--- config.mk ---
export PLATFORM = sky130hd
export DESIGN_NAME = isb_top
export DESIGN_NICKNAME = d
export VERILOG_FILES = /design/src/rtl/isb_pkg.sv /design/src/rtl/isb_top.sv /design/src/rtl/isb_mailbox.sv /design/src/rtl/isb_timeout.sv
export VERILOG_INCLUDE_DIRS = /design/src /design/src/rtl
export SDC_FILE = /design/constraint.sdc
export NUM_CORES = 1
export LEC_CHECK = 0
export BUFFER_PORTS_ARGS = -buffer_cell sky130_fd_sc_hd__buf_2
export CAP_MARGIN = 30
export CORE_MARGIN = 8
export CORE_UTILIZATION = 30
export DETAILED_ROUTE_END_ITERATION = 10
export SLEW_MARGIN = 0
export SYNTH_ARGS = -nofsm -noshare
export SYNTH_HDL_FRONTEND = slang
export SYNTH_HIERARCHICAL = 1
export SYNTH_SLANG_ARGS = --single-unit
--- constraint.sdc ---
create_clock -name clk -period 2.8 [get_ports clk]
set_clock_uncertainty 0.15 [all_clocks]
set_input_delay 0.14 -clock clk [delete_from_list [all_inputs] [get_ports clk]]
set_output_delay 0.14 -clock clk [all_outputs]
set_load 0.01 [all_outputs]
--- src/rtl/isb_params.svh ---
// Constants for the system bus access control block
`ifndef ISB_PARAMS_SVH
`define ISB_PARAMS_SVH
`define ISB_CLK_MHZ    25
`define ISB_TMO_NS     10000
`define ISB_TMO_CYC    ((`ISB_TMO_NS * `ISB_CLK_MHZ) / 1000)
`define ISB_WIN_LOC    2'h0
`define ISB_WIN_SYS    2'h2
`define ISB_MISC_ADDR  16'h8040
`define ISB_EXT_ADDR   16'h8050
`define ISB_VEC1_ADDR  16'h808F
`define ISB_VEC0_ADDR  16'h80F0
`define ISB_B_MB0      0
`define ISB_B_MB1      1
`define ISB_B_VB0      2
`define ISB_B_VB1      3
`define ISB_B_LINE     4
`define ISB_B_TMO      6
`define ISB_B_MODE     7
`define ISB_MISC_RST   8'h00
`define ISB_EXT_RST    6'h00
`define ISB_TMO_DATA   8'hFF
`endif

--- src/rtl/isb_pkg.sv ---
// Types and address decode for the system bus access control block
package isb_pkg;
`include "isb_params.svh"

    typedef enum logic [1:0] {ST_IDLE, ST_REQ, ST_XFER} isb_state_t;

    typedef enum logic [2:0] {
        RG_NONE, RG_MISC, RG_EXT, RG_VEC0, RG_VEC1, RG_SYS
    } isb_region_t;

    typedef struct packed {
        logic [19:0] addr;
        logic [7:0]  wdata;
        logic        rd;
        logic        wr;
    } isb_lreq_t;

    typedef struct packed {
        logic [21:0] addr;
        logic [15:0] dout;
        logic        dout_oe;
        logic        din_stb;
        logic        dout_stb;
        logic        bwtbt;
        logic        req;
    } isb_sbout_t;

    function automatic isb_region_t isb_decode(input logic [19:0] a);
        if (a[19:18] == `ISB_WIN_SYS) return RG_SYS;
        else if (a[19:18] != `ISB_WIN_LOC) return RG_NONE;
        else if (a[15:0] == `ISB_MISC_ADDR) return RG_MISC;
        else if (a[15:0] == `ISB_EXT_ADDR) return RG_EXT;
        else if (a[15:0] == `ISB_VEC0_ADDR) return RG_VEC0;
        else if (a[15:0] == `ISB_VEC1_ADDR) return RG_VEC1;
        else return RG_NONE;
    endfunction
endpackage

--- src/rtl/isb_top.sv ---
// Local processor to system bus access control and status
`timescale 1ns/1ns
`include "isb_params.svh"
module isb_top
    import isb_pkg::*;
#(
    parameter int TMO_CYC = `ISB_TMO_CYC
) (
    input  wire logic        clk,       // 25 MHz clock
    input  wire logic        nrst,      // Async reset, low
    input  wire isb_lreq_t   lreq,      // Local access request
    output logic [7:0]       lp_rdata,  // Local read data
    output logic             lp_ack,    // Access done, pulse
    output logic             lp_wait,   // Hold local processor
    output isb_sbout_t       sb,        // System bus master side
    input  wire logic        sb_grant,  // Mastership granted
    input  wire logic        sb_reply,  // Slave reply
    input  wire logic [15:0] sb_din,    // Bus receiver data
    input  wire logic        sm_sel,    // Mailbox slave select
    input  wire logic        sm_wr,     // Mailbox write strobe
    input  wire logic        sm_idx,    // Mailbox number
    input  wire logic [15:0] sm_wdata,  // Mailbox write data
    output logic [15:0]      sm_rdata,  // Mailbox read data
    input  wire logic [1:0]  vec_iak,   // Interrupt grant seen
    output logic [1:0]       vec_pend,  // Vector interrupt pending
    output logic [7:0]       vec0_data, // Vector 0 contents
    output logic [7:0]       vec1_data, // Vector 1 contents
    input  wire logic        line_freq  // Mains square wave
);
    typedef struct packed {
        isb_state_t  st;
        logic        mb0;
        logic        mb1;
        logic        vb0;
        logic        vb1;
        logic        tmo;
        logic        byte_mode;
        logic [5:0]  ext;
        logic [7:0]  vec0;
        logic [7:0]  vec1;
        logic [7:0]  wlat;
        logic [15:0] rlat;
        isb_sbout_t  sb;
        logic        wr_op;
        logic        hi;
        logic        ack;
        logic [7:0]  rdata;
    } isb_top_state_t;

    isb_top_state_t q, d;
    isb_region_t    rg;
    logic           take;
    logic           expired;
    logic [7:0]     misc;

    isb_timeout #(
        .CYC     (TMO_CYC)
    ) u_tmo (
        .clk     (clk),
        .nrst    (nrst),
        .run     (q.st == ST_XFER),
        .expired (expired)
    );

    // Mailboxes sit on the system bus; the local side sees only their flags
    isb_mailbox #(
        .DEPTH (2),
        .W     (16)
    ) u_mbx (
        .clk   (clk),
        .nrst  (nrst),
        .wr_en (sm_sel && sm_wr),
        .idx   (sm_idx),
        .wdata (sm_wdata),
        .rdata (sm_rdata)
    );

    always_comb begin
        misc = 8'h00;
        misc[`ISB_B_MB0]  = q.mb0;
        misc[`ISB_B_MB1]  = q.mb1;
        misc[`ISB_B_VB0]  = q.vb0;
        misc[`ISB_B_VB1]  = q.vb1;
        misc[`ISB_B_LINE] = line_freq;
        misc[`ISB_B_TMO]  = q.tmo;
        misc[`ISB_B_MODE] = q.byte_mode;
    end

    assign rg   = isb_decode(lreq.addr);
    assign take = (q.st == ST_IDLE) && (lreq.rd || lreq.wr);

    always_comb begin
        d = q;
        d.ack = 1'b0;
        case (q.st)
            ST_IDLE: begin
                if (take && rg == RG_SYS) begin
                    if (!q.byte_mode && lreq.wr && !lreq.addr[0]) begin
                        d.wlat  = lreq.wdata;
                        d.ack   = 1'b1;
                        d.rdata = 8'h00;
                    end else if (!q.byte_mode && lreq.rd
                                 && lreq.addr[0]) begin
                        d.rdata = q.rlat[15:8];
                        d.ack   = 1'b1;
                    end else begin
                        d.st     = ST_REQ;
                        d.sb.req = 1'b1;
                        d.wr_op  = lreq.wr;
                        d.hi     = lreq.addr[0];
                        // Upper bits pick the bank
                        d.sb.addr = {q.ext, lreq.addr[15:1],
                                     q.byte_mode & lreq.addr[0]};
                        d.sb.bwtbt = q.byte_mode & lreq.wr;
                        // Word mode pairs the held low byte
                        d.sb.dout = q.byte_mode
                                  ? {lreq.wdata, lreq.wdata}
                                  : {lreq.wdata, q.wlat};
                    end
                end else if (take) begin
                    d.ack   = 1'b1;
                    d.rdata = 8'h00;
                    if (rg == RG_MISC && lreq.rd) begin
                        d.rdata = misc;
                    end else if (rg == RG_EXT && lreq.rd) begin
                        d.rdata = {2'b00, q.ext};
                    end else if (rg == RG_MISC) begin
                        // Flags only clear on a written zero
                        if (!lreq.wdata[`ISB_B_MB0]) d.mb0 = 1'b0;
                        if (!lreq.wdata[`ISB_B_MB1]) d.mb1 = 1'b0;
                        if (!lreq.wdata[`ISB_B_TMO]) d.tmo = 1'b0;
                        d.byte_mode = lreq.wdata[`ISB_B_MODE];
                    end else if (rg == RG_EXT) begin
                        d.ext = lreq.wdata[5:0];
                    end else if (rg == RG_VEC0) begin
                        d.vec0 = lreq.wdata;
                    end else if (rg == RG_VEC1) begin
                        d.vec1 = lreq.wdata;
                    end
                end
            end
            ST_REQ: begin
                if (sb_grant) begin
                    d.st          = ST_XFER;
                    d.sb.din_stb  = !q.wr_op;
                    d.sb.dout_stb = q.wr_op;
                    d.sb.dout_oe  = q.wr_op;
                end
            end
            ST_XFER: begin
                if (sb_reply || expired) begin
                    d.st          = ST_IDLE;
                    d.sb.req      = 1'b0;
                    d.sb.din_stb  = 1'b0;
                    d.sb.dout_stb = 1'b0;
                    d.sb.dout_oe  = 1'b0;
                    d.sb.bwtbt    = 1'b0;
                    d.ack         = 1'b1;
                    d.rdata       = 8'h00;
                    if (!sb_reply) begin
                        d.tmo   = 1'b1;
                        if (!q.wr_op) d.rdata = `ISB_TMO_DATA;
                    end else if (!q.wr_op) begin
                        d.rdata = q.hi ? sb_din[15:8] : sb_din[7:0];
                        if (!q.byte_mode) begin
                            d.rlat = sb_din;
                        end
                    end
                end
            end
            default: d.st = ST_IDLE;
        endcase
        // Grant clears first so a same-cycle vector write still wins
        if (vec_iak[0]) d.vb0 = 1'b0;
        if (vec_iak[1]) d.vb1 = 1'b0;
        if (take && rg == RG_VEC0 && lreq.wr) d.vb0 = 1'b1;
        if (take && rg == RG_VEC1 && lreq.wr) d.vb1 = 1'b1;
        if (sm_sel && sm_wr && !sm_idx) d.mb0 = 1'b1;
        if (sm_sel && sm_wr && sm_idx) d.mb1 = 1'b1;
    end

    always_ff @(posedge clk or negedge nrst) begin
        if (!nrst) begin
            q           <= '0;
            q.st        <= ST_IDLE;
            q.byte_mode <= 1'(`ISB_MISC_RST >> `ISB_B_MODE);
            q.ext       <= `ISB_EXT_RST;
        end else begin
            q <= d;
        end
    end

    assign lp_rdata  = q.rdata;
    assign lp_ack    = q.ack;
    assign lp_wait   = (q.st != ST_IDLE);
    assign sb        = q.sb;
    assign vec_pend  = {q.vb1, q.vb0};
    assign vec0_data = q.vec0;
    assign vec1_data = q.vec1;
endmodule // isb_top

--- src/rtl/isb_mailbox.sv ---
// Mailbox word store with registered read data
`timescale 1ns/1ns
module isb_mailbox
    import isb_pkg::*;
#(
    parameter int DEPTH = 2,
    parameter int W     = 16
) (
    input  wire logic                     clk,   // System clock
    input  wire logic                     nrst,  // Async reset, low
    input  wire logic                     wr_en, // Write strobe
    input  wire logic [$clog2(DEPTH)-1:0] idx,   // Word select
    input  wire logic [W-1:0]             wdata, // Write data
    output logic      [W-1:0]             rdata  // Read data, registered
);
    typedef struct packed {
        logic [DEPTH-1:0][W-1:0] mem;
        logic [W-1:0]            rd;
    } isb_mbx_state_t;

    isb_mbx_state_t q, d;

    always_comb begin
        d = q;
        d.rd = q.mem[idx];
        if (wr_en) begin
            d.mem[idx] = wdata;
        end
    end

    always_ff @(posedge clk or negedge nrst) begin
        if (!nrst) begin
            q <= '0;
        end else begin
            q <= d;
        end
    end

    assign rdata = q.rd;
endmodule // isb_mailbox

--- src/rtl/isb_timeout.sv ---
// Reply watchdog for local accesses to the system bus
`timescale 1ns/1ns
`include "isb_params.svh"
module isb_timeout
    import isb_pkg::*;
#(
    parameter int CYC = `ISB_TMO_CYC
) (
    input  wire logic clk,     // System clock
    input  wire logic nrst,    // Async reset, low
    input  wire logic run,     // Waiting for a reply
    output logic      expired  // Limit reached, level
);
    localparam int CW = $clog2(CYC + 1);

    typedef struct packed {
        logic [CW-1:0] cnt;
        logic          exp;
    } isb_tmo_state_t;

    isb_tmo_state_t q, d;

    always_comb begin
        d = q;
        if (!run) begin
            d.cnt = '0;
            d.exp = 1'b0;
        end else if (q.cnt == CW'(CYC - 1)) begin
            d.exp = 1'b1;
        end else begin
            d.cnt = q.cnt + CW'(1);
        end
    end

    always_ff @(posedge clk or negedge nrst) begin
        if (!nrst) begin
            q <= '0;
        end else begin
            q <= d;
        end
    end

    assign expired = q.exp;
endmodule // isb_timeout

==> results_dict.tcl <==
set metrics [dict create \
    ys_async_sr_fraction 1.000 \
    yosys.area.top_type_share 0.5323 \
    cp-startpoint "lreq[12]" \
    combPwrFrac 0.201 \
    worst_pin_slew_ns 0.7484 \
    track_usage 0.1243 \
    worstReg2RegStart "q[106]" \
    max_freq_ghz 0.3640 \
    synth_top_area_cell "dfrtp_1" \
    cp_num_buf_inv 4 \
    peakVddDrop_v 0.0003165 \
    final_core_util 0.3777 \
    dr.pass1.iters 7 \
    vias 4690 \
    worst_ep_required_time_ns 3.00 \
    grt_pass1_wl_um 28510 \
    synth_area_mm2 0.007333 \
    p_sw_mw 1.856 \
    ant_nets 0 \
    die_w_um 172.3 \
    clock_sinks 156 \
    place_hpwl_um 12370 \
    yosysWarnings 6 \
    crit_path_start_kind "input pin" \
    viasPerCell 4.408 \
    slew_headroom 0.5011 \
    hold_start "sb_reply" \
    syn2layout_area_growth_pct 24.52 \
    status "completed" \
    numCtsBuffers 17 \
    initialDrtViolationCount 196 \
    min_path_type "input pin to flop" \
    synth_top_flop_cell "dfrtp_1" \
    cpPeakStageDelay_ns 0.57 \
    pwr-share-seq 0.449 \
    grt_max_degree 56 \
    routabilityCongestion 0.7472 \
    overflow 0 \
    slowest_stage "dlygate4sd3_1" \
    slew_violations 0 \
    io_pins 159 \
    synth_seq_cells 156 \
    p_clk_frac 0.350 \
    maxCapViolCount 0 \
    drive_gt1_frac 0.4533 \
    clockBufferDepth 2 \
    clockRootBuffer "clkbuf_16" \
    grt_pass1_vias 5061 \
    critical_path_class "input pin to flop" \
    ys_types 53 \
    grt_setup_unrepaired "no" \
    synth_fp_nets 654 \
    setup_viol 0 \
    drt_wl_total_um 17820 \
    synth_most_common_cell "dfrtp_1" \
    leakagePower_nw 4.252 \
    layout_worst_path_cycle_share 0.9811 \
    wl_per_cell_um 16.75 \
    avgSynthCellArea_um2 12.64 \
    antenna_found_initial 1 \
    p_int_mw 4.800 \
    nFillCells 2325 \
    clock_latency_ns 0.42 \
    num_rows 57 \
    port_buffers 156 \
    crit_family "buffers and inverters" \
    tns_ns 0 \
    start_util 0.3033 \
    die_y_um 172.3 \
    endpoint_kind "flop" \
    synth-seq-area-share 0.5323 \
    path_cells "dlygate4sd3_1 > buf_2 > nor3_1 > nor4b_2 > o21ai_0 > or3_1 > buf_12 > o22ai_1 > dlygate4sd3_1" \
    cp_max_fo 9 \
    cts_tree "yes" \
    synth_area_leaders "dfrtp_1 (53%), mux2_2 (15%), buf_4 (8.9%), mux2_4 (3.7%), mux2i_1 (2.3%)" \
    htreeDepth 4 \
    synth_common_cells "dfrtp_1 (156), mux2_2 (98), buf_4 (87)" \
    path_common_cell "dlygate4sd3_1" \
    cts.clk_slew.worst_paths_ns 0.06 \
    hold_viol 0 \
    p_per_area_mw_per_mm2 728.9 \
    period_minus_slack_ns 2.747 \
    die_area_mm2 0.02970 \
    switching_share 0.2789 \
    fin_nets 800 \
    synth_edf_count 0 \
    synth_cells 580 \
    drc 0 \
    coreArea_mm2 0.02418 \
    worstPathArrival_ns 2.95 \
]
[power groups by stage]
stage / registers, mW / logic (mW) / clock network [mW]
floorplan: 2.94 / 1.16 / 0
finish: 2.99 / 1.34 / 2.33
detailed placement: 3.02 / 1.30 / 0
CTS: 2.98 / 1.37 / 2.42
global placement: 3.01 / 1.28 / 0
global route: 3.05 / 1.48 / 2.50
[per-layer routing]
layer  vias to the layer above  wire length, um  GRT usage
li1                       2246                -          -
met1                      2287             8222     0.1610
met2                       131             7914     0.1887
met3                        26             1298    0.04384
met4                         0              383    0.04498
met5                         -                0          0
[kinds of logic after synthesis]
kind of cell	count (synthesis)	synth area share
xor+xnor	4	0.004778
buf+inv	123	0.1135
flops	156	0.5323
fa+ha+maj	2	0.003412
compound gates	64	0.05954
simple gates	98	0.07593
mux	133	0.2105
[path summary, 6_finish.rpt]
| check | cells after the start | to | slack, ns |
|---|---|---|---|
| setup / recovery | 9 | vec_pend[0] | 0.05 |
| hold / removal | 4 | q[107] | 0.02 |
| hold reg to reg | 2 | sb[11] | 0.33 |
| min in group asynchronous | 2 | q[98] | 0.11 |
| max in group asynchronous | 3 | sb[29] | 1.54 |
| setup reg to reg | 6 | vec_pend[0] | 0.11 |
[tightest hold or removal path, delay by kind of cell]
family	cells	cell delay, ns
AND/OR/NAND/NOR	3	0.22
buffers and inverters	1	0.19
[registers in the layout, summed over array words and instances, names as in the netlist, 8 cells and up]
register and flops:
sb 42, u_mbx/q 32, q 26, u_mbx/rdata 16
lp_rdata 8, u_tmo/q 8, vec0_data 8, vec1_data 8
[cell type report]
| type | instances | area, um2 | area share |
|---|---|---|---|
| sequential | 156 | 3904 | 0.4275 |
| multi-input combinational | 301 | 2621 | 0.2871 |
| timing repair buffer | 233 | 1540 | 0.1687 |
| clock buffer | 19 | 452.9 | 0.04960 |
| tap | 324 | 405.4 | 0.04440 |
| clock inverter | 13 | 141.4 | 0.01548 |
| inverter | 17 | 63.81 | 0.006988 |
| antenna | 1 | 2.502 | 0.0002740 |
[stage by stage]
| stage | setup WS, ns | instance area (um2) | cells | total power [mW] | hold WS (ns) |
|---|---|---|---|---|---|
| finish | 0.05302 | 9131 | 1064 | 6.656 | 0.02372 |
| global route | 0.006909 | 9131 | 1064 | 7.028 | 0.05695 |
| CTS | 0.04297 | 9115 | 1062 | 6.767 | 0.006227 |
| detailed placement | 0.1116 | 7920 | 970 | 4.321 | -0.0004911 |
| global placement | 0.1145 | 7920 | 970 | 4.288 | 0.004199 |
| floorplan | 0.3637 | 7333 | 580 | 4.097 | -0.3056 |
[layout by cell type, fill, tap and decap left out, drive strengths merged, types with 5 or more instances in the layout]
cell type,n
clkinv,7
or3,8
dfrtp,156
o2111ai,7
nor2,6
mux2,116
inv,18
nor4,5
nand2b,5
o21ai,26
a221oi,8
mux2i,17
nor3,6
clkbuf,19
nand2,40
dlygate4sd3,60
nand3,6
buf,173
a21boi,9
[what timing repair did]
| action | CTS | global route |
|---|---|---|
| setup endpoints to repair | 0 | 2 |
| hold buffers | 60 | 0 |
| resized for setup | 0 | 1 |
| hold endpoints to repair | 175 | 0 |
| setup buffers | 0 | 1 |
Note: power is estimated with default switching activity, not from simulation.
